## config.mk

```make
export PLATFORM = sky130hd
export DESIGN_NAME = ddpz_pd_zq_ctrl
export DESIGN_NICKNAME = d
export VERILOG_FILES = /design/src/rtl/ddpz_sync_edge.v /design/src/rtl/ddpz_pd_zq_ctrl.v
export VERILOG_INCLUDE_DIRS = /design/src /design/src/rtl
export SDC_FILE = /design/constraint.sdc
export NUM_CORES = 1
export LEC_CHECK = 0
export BUFFER_PORTS_ARGS = -buffer_cell sky130_fd_sc_hd__buf_4
export CELL_PAD_IN_SITES_DETAIL_PLACEMENT = 0
export CELL_PAD_IN_SITES_GLOBAL_PLACEMENT = 1
export CORE_MARGIN = 1.5
export CORE_UTILIZATION = 42
export CTS_CLUSTER_SIZE = 14
export DETAILED_ROUTE_END_ITERATION = 12
export GPL_TIMING_DRIVEN = 0
export PLACE_DENSITY = 0.83
export SLEW_MARGIN = 20
export SYNTH_ARGS = -nofsm -noshare
export SYNTH_HDL_FRONTEND = slang
export SYNTH_SLANG_ARGS = --single-unit
```

## constraint.sdc

```tcl
create_clock -name i_mclk -period 2.1 [get_ports i_mclk]
set_input_delay 0.315 -clock i_mclk [delete_from_list [all_inputs] [get_ports i_mclk]]
set_output_delay 0.315 -clock i_mclk [all_outputs]
set_load 0.02 [all_outputs]
```

## src/rtl/ddpz_defs.vh

```
// ddpz_defs.vh: constants for the power-down and calibration block
// assumes inclusion by bare name from rtl and testbench files
`ifndef DDPZ_DEFS_VH
`define DDPZ_DEFS_VH

// command encodings {cs_n, ras_n, cas_n, we_n}
`define DDPZ_CMD_W          4
`define DDPZ_CMD_MRS        4'h0
`define DDPZ_CMD_REF        4'h1
`define DDPZ_CMD_PRE        4'h2
`define DDPZ_CMD_ACT        4'h3
`define DDPZ_CMD_WR         4'h4
`define DDPZ_CMD_RD         4'h5
`define DDPZ_CMD_ZQ         4'h6
`define DDPZ_CMD_NOP        4'h7
`define DDPZ_CS_BIT         3
// address bits
`define DDPZ_ADDR_ZQ_LONG   10
`define DDPZ_ADDR_PPD_DLL   12
`define DDPZ_BA_W           3
// mr select: bank address value for mr0
`define DDPZ_MR0_SEL        3'h0
// timing in link clock cycles and link clock period in ns
`define DDPZ_TCK_NS         800
`define DDPZ_TCPDED_NCK     2'h2
`define DDPZ_TZQINIT_NCK    512
`define DDPZ_TZQOPER_NCK    256
`define DDPZ_TZQCS_NCK      64
`define DDPZ_TBUSY_NCK      4
// counter width
`define DDPZ_CNT_W          10

`endif

```

## src/rtl/ddpz_sync_edge.v

```verilog
// ddpz_sync_edge.v: three-stage synchroniser with stable-change detection
// assumes i_async comes from another clock domain or a pin
`timescale 1ns/100ps

module ddpz_sync_edge #(
	parameter RST_VAL = 1'b0
) (
	input  wire i_mclk,
	input  wire i_rst_n,
	input  wire i_async,
	output wire o_level,
	output wire o_rise,
	output wire o_fall
);

reg s1_ff;
reg s2_ff;
reg s3_ff;
reg lvl_ff;
wire nxt_lvl;

// change counted only when stage two and three agree
assign nxt_lvl = (s2_ff == s3_ff) ? s3_ff : lvl_ff;

always @(posedge i_mclk or negedge i_rst_n) begin
	if (!i_rst_n) begin
		s1_ff  <= RST_VAL;
		s2_ff  <= RST_VAL;
		s3_ff  <= RST_VAL;
		lvl_ff <= RST_VAL;
	end else begin
		s1_ff  <= i_async;
		s2_ff  <= s1_ff;
		s3_ff  <= s2_ff;
		lvl_ff <= nxt_lvl;
	end
end

assign o_level = lvl_ff;
assign o_rise  = nxt_lvl & ~lvl_ff;
assign o_fall  = ~nxt_lvl & lvl_ff;

endmodule // ddpz_sync_edge

```

## src/rtl/ddpz_pd_zq_ctrl.v

```verilog
// ddpz_pd_zq_ctrl.v: power-down and zq calibration control of the memory device
// assumes ck, cke, reset and command pins arrive asynchronous to i_mclk;
// i_mclk must be well above the link clock rate (10 MHz versus 1.25 MHz)
//
// Notes on behaviour
// - cke low with nop enters power-down
// - running row operation finishes before low power
// - all banks closed gives precharge power-down
// - power-down gates all buffers except ck, odt, cke, reset; odt also dropped in slow-exit precharge power-down
// - command receivers off after tcpded
// - dll off only in slow-exit precharge power-down and in the reset state
// - reset low forces exit to reset state
// - cke high with nop exits power-down
// - first zqcl takes tzqinit, later ones tzqoper
// - zqcl calibrates, then updates driver and termination
// - zqcs completes within tzqcs
`timescale 1ns/100ps
`include "ddpz_defs.vh"

module ddpz_pd_zq_ctrl #(
	parameter NBANK     = 8,
	parameter ZQINIT_CK = `DDPZ_TZQINIT_NCK,
	parameter ZQOPER_CK = `DDPZ_TZQOPER_NCK,
	parameter ZQCS_CK   = `DDPZ_TZQCS_NCK,
	parameter BUSY_CK   = `DDPZ_TBUSY_NCK
) (
	input  wire                   i_mclk,
	input  wire                   i_rst_n,
	input  wire                   i_ck,
	input  wire                   i_cke,
	input  wire                   i_reset_n,
	input  wire                   i_odt,
	input  wire [`DDPZ_CMD_W-1:0] i_cmd,
	input  wire [`DDPZ_BA_W-1:0]  i_ba,
	input  wire                   i_a10,
	input  wire                   i_a12,
	input  wire [NBANK-1:0]       i_bank_busy,
	output wire                   o_pd_active,
	output wire                   o_pd_precharge,
	output wire                   o_pd_low_power,
	output wire                   o_buf_en,
	output wire                   o_cmd_rx_en,
	output wire                   o_dll_on,
	output wire                   o_odt_en,
	output wire                   o_zq_busy,
	output wire                   o_zq_update,
	output wire                   o_in_reset
);

////////////////////////////////////////////////////////////////////////////////
// synchronisers
wire ck_rise;
wire cke_lvl;
wire rstp_lvl;
wire odt_lvl;
wire [`DDPZ_CMD_W-1:0] cmd_lvl;
wire [`DDPZ_BA_W-1:0]  ba_lvl;
wire a10_lvl;
wire a12_lvl;

ddpz_sync_edge #(.RST_VAL(1'b0)) u_ck (
	.i_mclk (i_mclk), .i_rst_n(i_rst_n), .i_async(i_ck),
	.o_level(), .o_rise(ck_rise), .o_fall()
);
ddpz_sync_edge #(.RST_VAL(1'b0)) u_cke (
	.i_mclk (i_mclk), .i_rst_n(i_rst_n), .i_async(i_cke),
	.o_level(cke_lvl), .o_rise(), .o_fall()
);
ddpz_sync_edge #(.RST_VAL(1'b0)) u_rst (
	.i_mclk (i_mclk), .i_rst_n(i_rst_n), .i_async(i_reset_n),
	.o_level(rstp_lvl), .o_rise(), .o_fall()
);
ddpz_sync_edge #(.RST_VAL(1'b0)) u_odt (
	.i_mclk (i_mclk), .i_rst_n(i_rst_n), .i_async(i_odt),
	.o_level(odt_lvl), .o_rise(), .o_fall()
);
ddpz_sync_edge #(.RST_VAL(1'b0)) u_a10 (
	.i_mclk (i_mclk), .i_rst_n(i_rst_n), .i_async(i_a10),
	.o_level(a10_lvl), .o_rise(), .o_fall()
);
ddpz_sync_edge #(.RST_VAL(1'b0)) u_a12 (
	.i_mclk (i_mclk), .i_rst_n(i_rst_n), .i_async(i_a12),
	.o_level(a12_lvl), .o_rise(), .o_fall()
);

// each command flop resets to its nop level, so reset shows no command
localparam [`DDPZ_CMD_W-1:0] CMD_IDLE = `DDPZ_CMD_NOP;

genvar gi;
generate
	for (gi = 0; gi < `DDPZ_CMD_W; gi = gi + 1) begin : g_cmd
		ddpz_sync_edge #(.RST_VAL(CMD_IDLE[gi])) u_c (
			.i_mclk (i_mclk), .i_rst_n(i_rst_n), .i_async(i_cmd[gi]),
			.o_level(cmd_lvl[gi]), .o_rise(), .o_fall()
		);
	end
	for (gi = 0; gi < `DDPZ_BA_W; gi = gi + 1) begin : g_ba
		ddpz_sync_edge #(.RST_VAL(1'b0)) u_b (
			.i_mclk (i_mclk), .i_rst_n(i_rst_n), .i_async(i_ba[gi]),
			.o_level(ba_lvl[gi]), .o_rise(), .o_fall()
		);
	end
endgenerate

////////////////////////////////////////////////////////////////////////////////
// command decode at each sampled link edge
wire is_nop;
wire is_mrs;
wire is_zq;

assign is_nop = cmd_lvl[`DDPZ_CS_BIT] | (cmd_lvl == `DDPZ_CMD_NOP);
assign is_mrs = ~cmd_lvl[`DDPZ_CS_BIT] & (cmd_lvl == `DDPZ_CMD_MRS);
assign is_zq  = ~cmd_lvl[`DDPZ_CS_BIT] & (cmd_lvl == `DDPZ_CMD_ZQ);

////////////////////////////////////////////////////////////////////////////////
// power-down state machine
localparam [4:0] ST_RESET = 5'h01;
localparam [4:0] ST_IDLE  = 5'h02;
localparam [4:0] ST_PD    = 5'h04;
localparam [4:0] ST_ZQ    = 5'h08;
localparam [4:0] ST_SPARE = 5'h10;

reg [4:0]             st_ff;
reg [4:0]             nxt_st;
reg                   pd_act_ff;
reg                   nxt_pd_act;
reg                   a12_ff;
reg                   nxt_a12;
reg                   zq_first_ff;
reg                   nxt_zq_first;
reg [`DDPZ_CNT_W-1:0] cnt_ff;
reg [`DDPZ_CNT_W-1:0] nxt_cnt;
reg [1:0]             cped_ff;
reg [1:0]             nxt_cped;
reg                   zq_upd_ff;
reg                   nxt_zq_upd;
reg                   lowp_ff;
reg                   nxt_lowp;

wire any_busy;
wire banks_open;

// bank activity and busy tracking come from the array core
assign any_busy   = |i_bank_busy;
assign banks_open = pd_act_ff;

always @* begin
	nxt_st       = st_ff;
	nxt_pd_act   = pd_act_ff;
	nxt_a12      = a12_ff;
	nxt_zq_first = zq_first_ff;
	nxt_cnt      = cnt_ff;
	nxt_cped     = cped_ff;
	nxt_zq_upd   = 1'b0;
	nxt_lowp     = lowp_ff;
	case (st_ff)
	ST_RESET: begin
		nxt_zq_first = 1'b1;
		nxt_lowp     = 1'b0;
		if (rstp_lvl && ck_rise)
			nxt_st = ST_IDLE;
	end
	ST_IDLE: begin
		if (ck_rise) begin
			if (is_mrs && ba_lvl == `DDPZ_MR0_SEL)
				nxt_a12 = a12_lvl;
			if (!cke_lvl && is_nop) begin
				nxt_st     = ST_PD;
				// state chosen at entry from the bank busy flags, then held
				nxt_pd_act = any_busy;
				nxt_cped   = `DDPZ_TCPDED_NCK;
				nxt_lowp   = 1'b0;
			end else if (cke_lvl && is_zq) begin
				nxt_st = ST_ZQ;
				if (!a10_lvl)
					nxt_cnt = ZQCS_CK[`DDPZ_CNT_W-1:0];
				else if (zq_first_ff)
					nxt_cnt = ZQINIT_CK[`DDPZ_CNT_W-1:0];
				else
					nxt_cnt = ZQOPER_CK[`DDPZ_CNT_W-1:0];
				nxt_zq_first = zq_first_ff & ~a10_lvl;
			end
		end
	end
	ST_PD: begin
		if (ck_rise) begin
			if (cped_ff != 2'h0)
				nxt_cped = cped_ff - 2'h1;
			// low-power limit applies only once operations finish
			if (!any_busy)
				nxt_lowp = 1'b1;
			if (cke_lvl && is_nop) begin
				nxt_st   = ST_IDLE;
				nxt_lowp = 1'b0;
			end
		end
	end
	ST_ZQ: begin
		if (ck_rise) begin
			if (cnt_ff <= 10'h001) begin
				nxt_st     = ST_IDLE;
				nxt_cnt    = 10'h000;
				nxt_zq_upd = 1'b1;
			end else begin
				nxt_cnt = cnt_ff - 10'h001;
			end
		end
	end
	default: begin
		nxt_st = ST_RESET;
	end
	endcase
	// reset pin overrides every state, power-down included
	if (!rstp_lvl) begin
		nxt_st   = ST_RESET;
		nxt_lowp = 1'b0;
		nxt_cped = 2'h0;
	end
end

always @(posedge i_mclk or negedge i_rst_n) begin
	if (!i_rst_n) begin
		st_ff       <= ST_RESET;
		pd_act_ff   <= 1'b0;
		a12_ff      <= 1'b0;
		zq_first_ff <= 1'b1;
		cnt_ff      <= 10'h000;
		cped_ff     <= 2'h0;
		zq_upd_ff   <= 1'b0;
		lowp_ff     <= 1'b0;
	end else begin
		st_ff       <= nxt_st;
		pd_act_ff   <= nxt_pd_act;
		a12_ff      <= nxt_a12;
		zq_first_ff <= nxt_zq_first;
		cnt_ff      <= nxt_cnt;
		cped_ff     <= nxt_cped;
		zq_upd_ff   <= nxt_zq_upd;
		lowp_ff     <= nxt_lowp;
	end
end

////////////////////////////////////////////////////////////////////////////////
// outputs
wire in_pd;
wire pre_pd;

assign in_pd  = (st_ff == ST_PD);
assign pre_pd = in_pd & ~banks_open;

assign o_pd_active    = in_pd & banks_open;
assign o_pd_precharge = pre_pd;
assign o_pd_low_power = lowp_ff;
assign o_buf_en       = ~in_pd & (st_ff != ST_RESET);
assign o_cmd_rx_en    = ~(in_pd && cped_ff == 2'h0);
// slow exit only when all banks closed and a12 clear
assign o_dll_on       = (st_ff != ST_RESET) & ~(pre_pd & ~a12_ff);
// odt stays sampled in power-down, dropped when dll is off
assign o_odt_en       = odt_lvl & o_dll_on;
assign o_zq_busy      = (st_ff == ST_ZQ);
assign o_zq_update    = zq_upd_ff;
assign o_in_reset     = (st_ff == ST_RESET);

endmodule // ddpz_pd_zq_ctrl

```

---- Word-level counts from Yosys, hierarchy flattened ----
Cells that the tools add are included.
W data, S select, Z words.
storage, ports and cells
  bits in registers ....................... 74
  output and inout bits ................... 10
cells by class
  add/sub/neg operators ................... 2
  $lt $le $gt $ge ......................... 1
  equal/unequal tests ..................... 36
  muxes and demuxes ....................... 39
  bitwise logic cells ..................... 19
  reduce and logical (&&, ||, !) cells .... 21
operators with widths
  operator                 number
  $mux W10                 7
  $mux W5                  9
  $ne A3 B3 Y1 const B     9
  $pmux W10 S2             1
  $pmux W5 S4              1
  $reduce_and A5 Y1        3
  $eq A1 B1 Y1             13
  $mux W1                  13
  $ne A4 B4 Y1 const B     3
  $and A1 B1 Y1            10
  $le A10 B1 Y1 const B    1
  $mux W2                  5
  $sub A10 B1 Y10 const B  1
  $eq A4 B3 Y1 const B     2
  $not A1 Y1               8
  $reduce_or A8 Y1         1
  $reduce_and A7 Y1        1
  $logic_and A1 B1 Y1      6
  $ne A2 B2 Y1 const B     3
  $reduce_and A3 Y1        2
  $reduce_bool A2 Y1       3
  $eq A5 B1 Y1 const B     1
  $eq A5 B2 Y1 const B     1
  $eq A5 B3 Y1 const B     1
  13 further kinds         13

---- Longest topological paths before layout ----
  depth in word-level cells ............... 8
  gate-level depth with buffers ........... 7

---- Hierarchy ----
Synthesis repeated with hierarchy kept, for this count alone.
unflattened totals
  cells, all modules ...................... 255
  area total of the unflattened synthesis .. 3181.8 sq um
modules (own cells, without submodules)
  module                             times used  cells each  area each (sq um)  seq. area each (sq um)
  ddpz_pd_zq_ctrl                    1           164         1491.4             528.0
  ddpz_sync_edge (g_ba[0].u_b ...)   10          7           128.9              100.1
  ddpz_sync_edge (g_cmd[0].u_c ...)  3           7           133.9              105.1

---- Worst setup path after synthesis ----
OpenSTA, ideal clock, no wires.
  path type ............................... flip-flop to output port
  start point ............................. register st_ff[0]
  end point ............................... output port o_odt_en
  arrival ................................. 1.862 ns
  data required time ...................... 1.785 ns
  slack ................................... -0.077 ns
  stages on the path, launching flop included .. 6
  path buffers ............................ 1
  cell sequence ........................... dfstp_2 -> buf_6 -> nor3b_1 -> nor2b_1 -> nor2_1 -> and2_1
on the way
  cells in the longest elaborated chain, start to end .. 6
  elaborated cells between the ends (all ways) .. 7
  classes of those cells .................. eq/ne (2); bitwise (5)
RTL lines
  item                    RTL line               source
  start, declared         ddpz_pd_zq_ctrl.v:123  reg [4:0] st_ff;
  start signal, assigned  ddpz_pd_zq_ctrl.v:232  st_ff <= nxt_st;
  $eq A5 B3 Y1            ddpz_pd_zq_ctrl.v:248  assign in_pd = (st_ff == ST_PD);
  $and A1 B1 Y1           ddpz_pd_zq_ctrl.v:249  assign pre_pd = in_pd & ~banks_open;
  $and A1 B1 Y1           ddpz_pd_zq_ctrl.v:257  assign o_dll_on = (st_ff != ST_RESET) & ~(pre_pd & ~a12_ff);
  $not A1 Y1              ddpz_pd_zq_ctrl.v:257
  $and A1 B1 Y1 *         ddpz_pd_zq_ctrl.v:257
  net o_dll_on            ddpz_pd_zq_ctrl.v:43   output wire o_dll_on,
  $and A1 B1 Y1 *         ddpz_pd_zq_ctrl.v:259  assign o_odt_en = odt_lvl & o_dll_on;
  end, declared           ddpz_pd_zq_ctrl.v:44   output wire o_odt_en,
The timed path passes the listed nets; every way through them passes the cells marked *.

---- Worst setup path in the final report ----
  start point ............................. register st_ff[1]
  end point ............................... output port o_odt_en
on the way
  cells in the longest elaborated chain, start to end .. 6
  elaborated cells between the ends (all ways) .. 7
  classes of those cells .................. eq/ne (2); bitwise (5)
RTL lines
  item             RTL line
  $eq A5 B3 Y1     ddpz_pd_zq_ctrl.v:248
  $and A1 B1 Y1    ddpz_pd_zq_ctrl.v:249
  $and A1 B1 Y1    ddpz_pd_zq_ctrl.v:257
  $not A1 Y1       ddpz_pd_zq_ctrl.v:257
  $and A1 B1 Y1 *  ddpz_pd_zq_ctrl.v:257
  $and A1 B1 Y1 *  ddpz_pd_zq_ctrl.v:259
Every way passes the cells marked *; elsewhere a longest branch is shown, timed or not.

==> key figures <==
Run status
  – Run status: finished with violations
  – Violated checks: negative setup slack

Power and ir drop
  – Pleak: 1.58 nW
  – PwrDens: 780 nW/um2
  – Maximum vdd ir drop: 0.474 mV
  – Total Power: 2.85 mW

Setup path
  – Worst Path Required: 1780 ps
  – R2R cell count: 6
  – Largest fanout on the critical path: 4
  – Critical Path End Type: primary output
  – Crit path arrival time: 1880 ps
  – WS Path Type: register to primary output
  – Worst Setup Start Kind: register

Flow run
  – Max cap viols: 0

Yosys
  – Synth top area cells: dfrtp_1, dfstp_2, maj3_1, nand3_1, nor2_1
  – Largest family of logic cells by synthesized area: simple AND/OR/NAND/NOR gates
  – Syn nets: 257
  – Synth Area in XOR/XNOR: 0.600%
  – Synth area leader: dfrtp_1
  – Yosys cell types: 56
  – Post-synthesis sequential area ratio: 63.2%
  – Most common cell in the netlist: dfrtp_1
  – Synth Flop Type: dfrtp_1
  – Post-synthesis adder-cell area fraction: 5.75%
  – Ys async rst share: 100%
  – Post-synth EDFFs: 0
  – Mux cell area share after synthesis: 1.50%
  – Yosys top cell area share: 50.6%
  – Post-Synth Simple-Gate Area: 14.8%
  – FF+latch count, synth: 73
  – Avg Synthesized Cell Area: 12.6 um2
  – Synth top cells by count: dfrtp_1, dfstp_2, maj3_1, nor2_1, nand2_1
  – Mapped Cells: 231
  – Complex-gate fraction of the synthesized area: 10.7%
  – Synthesized area: 2920 um2
  – Synthesis Warnings: 0

Placed design
  – Final HPWL DP: 3.50 mm
  – Port Buffers: 32
  – Area after DPL: 3270 um2
  – Routability Congestion: 0.833

STA
  – F_max: 456 MHz
  – Final Cycle Share: 104%
  – Clock Skews: 6.55 ps
  – Final min period: 2190 ps
  – Final hold viol count: 0
  – Final Worst Setup Slack: -93.3 ps
  – Slew Viols, Final: 0
  – RSZ-0062 raised after global routing: true
  – Max_slew headroom: 41.9%
  – Endpoints failing setup: 4
  – Worst-margin pin slew: 871 ps

CTS
  – CTS tree: built
  – TritonCTS buffer count: 9
  – Worst skew pair latency: 340 ps
  – Clock root buffer: clkbuf_8
  – Hold_buf cts: 0
  – Clk buf depth: 2
  – # clock sinks: 73
  – Worst-path clk slew: 80 ps
  – H-tree Lvls: 3

Layout
  – Layout cells sized above 1: 36.5%
  – N_diodes: 0
  – Fin util: 54.0%
  – Nets: 309
  – Area Growth Syn to Fin: 25.1%
  – Post-route cell area: 3650 um2
  – Fillers: 594

Route
  – Final wirelength: 5.60 mm
  – Number of DRC markers in iteration 0: 92
  – Post-route ant nets: 0
  – Pre-antenna DRT Iters: 4
  – Per-cell routed wire length: 15.2 um
  – DR vias/cell: 5.50
  – Via Count: 2023
  – # DRC: 0

Hold path
  – HP Class: input pin to asynchronous set/reset pin

Floorplanning
  – I/O Pins: 33
  – Site Rows: 30
  – Initial Util: 43.2%
  – Die Wd: 86.4 um
  – Core Region: 6760 um2
  – Chip Height: 86.4 um
  – Die ar.: 7460 um2

GRT
  – Total gr overflow: 0
  – Gr usage total: 16.9%
  – Global-route wire length before repair: 9.63 mm
  – Initial antenna violation count: 0
  – Vias in the first global route: 2016
  – Maximum number of pins on one net before global-route repair: 74
[registers in the layout (all words and copies together), names as in the netlist, 4 cells and up]
register and cells:
cnt_ff 10, st_ff 4, g_cmd.u_c.s2_ff 4, g_cmd.u_c.o_level 4, g_cmd.u_c.s1_ff 4, g_cmd.u_c.s3_ff 4
[area by class of cell]
cell class | count | area (um2) | area share [%]
buffer | 7 | 46.3 | 1.27
clock buffer | 10 | 138 | 3.77
clock inverter | 6 | 72.6 | 1.99
inverter | 10 | 37.5 | 1.03
multi-input combinational | 138 | 1070 | 29.2
sequential | 73 | 1850 | 50.6
tap | 80 | 100 | 2.74
timing repair buffer | 44 | 342 | 9.36
[stage by stage]
stage	setup slack [ps]	hold slack, ps	TNS [ps]	std cells
2_1_floorplan	9.49	19.4	0	231
4_1_cts	-108	54.2	-315	368
5_1_grt	-170	46.5	-898	368
6_report	-93.3	70.4	-240	368
3_3_place_gp	-324	331	-1630	343
3_5_place_dp	-225	336	-1080	343
[routing by layer]
metal	vias up	part of all wire (%)	GRT usage, %
met5	-	0	0
met4	0	2.5	9.38
met3	15	3.9	3.90
met2	54	48	25.1
met1	995	46	22.9
li1	959	-	-
[worst max-delay path, cell delays in order (launching register included)]
cell	delay, ps
dfrtp_2	440
or4b_4	570
nor3_2	190
nor2_2	70
and2_1	140
buf_6	130
[cells in the final DEF (no fill, tap or decap), drive strengths merged, types with 4 or more instances in the layout]
cell and instances:
dfrtp 59, buf 47, dfstp 14, clkbuf 14, maj3 13, nor2 13, inv 13, nand2 12
nand3 10, o21ai 7, o211ai 6, nor4 5, o22ai 5, or3 4, and2 4, or4 4
a32oi 4
[cell families after synthesis]
| family | Yosys count |
|---|---|
| multiplexers | 4 |
| adder cells (fa/ha/maj) | 16 |
| buffers and inverters | 20 |
| flip-flops | 73 |
| AO/OA/AOI/OAI | 43 |
| XOR/XNOR | 2 |
| AND/OR/NAND/NOR | 73 |
[final timing paths]
check	endpoint	startpoint	slack [ps]
max	o_odt_en	st_ff[1]	-90
min	u_rst.o_level	i_rst_n	70
max reg2reg	cnt_ff[6]	st_ff[2]	0
min reg2reg	u_cke.s2_ff	u_cke.s1_ff	350
max in group asynchronous	cnt_ff[0]	i_rst_n	1400
min in group i_mclk	u_a12.s1_ff	i_a12	70
[report_power, final]
part           switching, mW  leakage (nW)  internal (mW)
clock network          0.556         0.104          0.596
logic                 0.0890         0.605         0.0826
registers             0.0426         0.869           1.48
total                  0.688          1.58           2.16
[what timing repair did]
item,in CTS,in global routing
resized for setup,17,14
setup endpoints to repair,19,15
setup buffers,11,0
hold endpoints to repair,0,0
pin swaps,6,2
cloned,1,0
(Power assumes the default switching activity.)
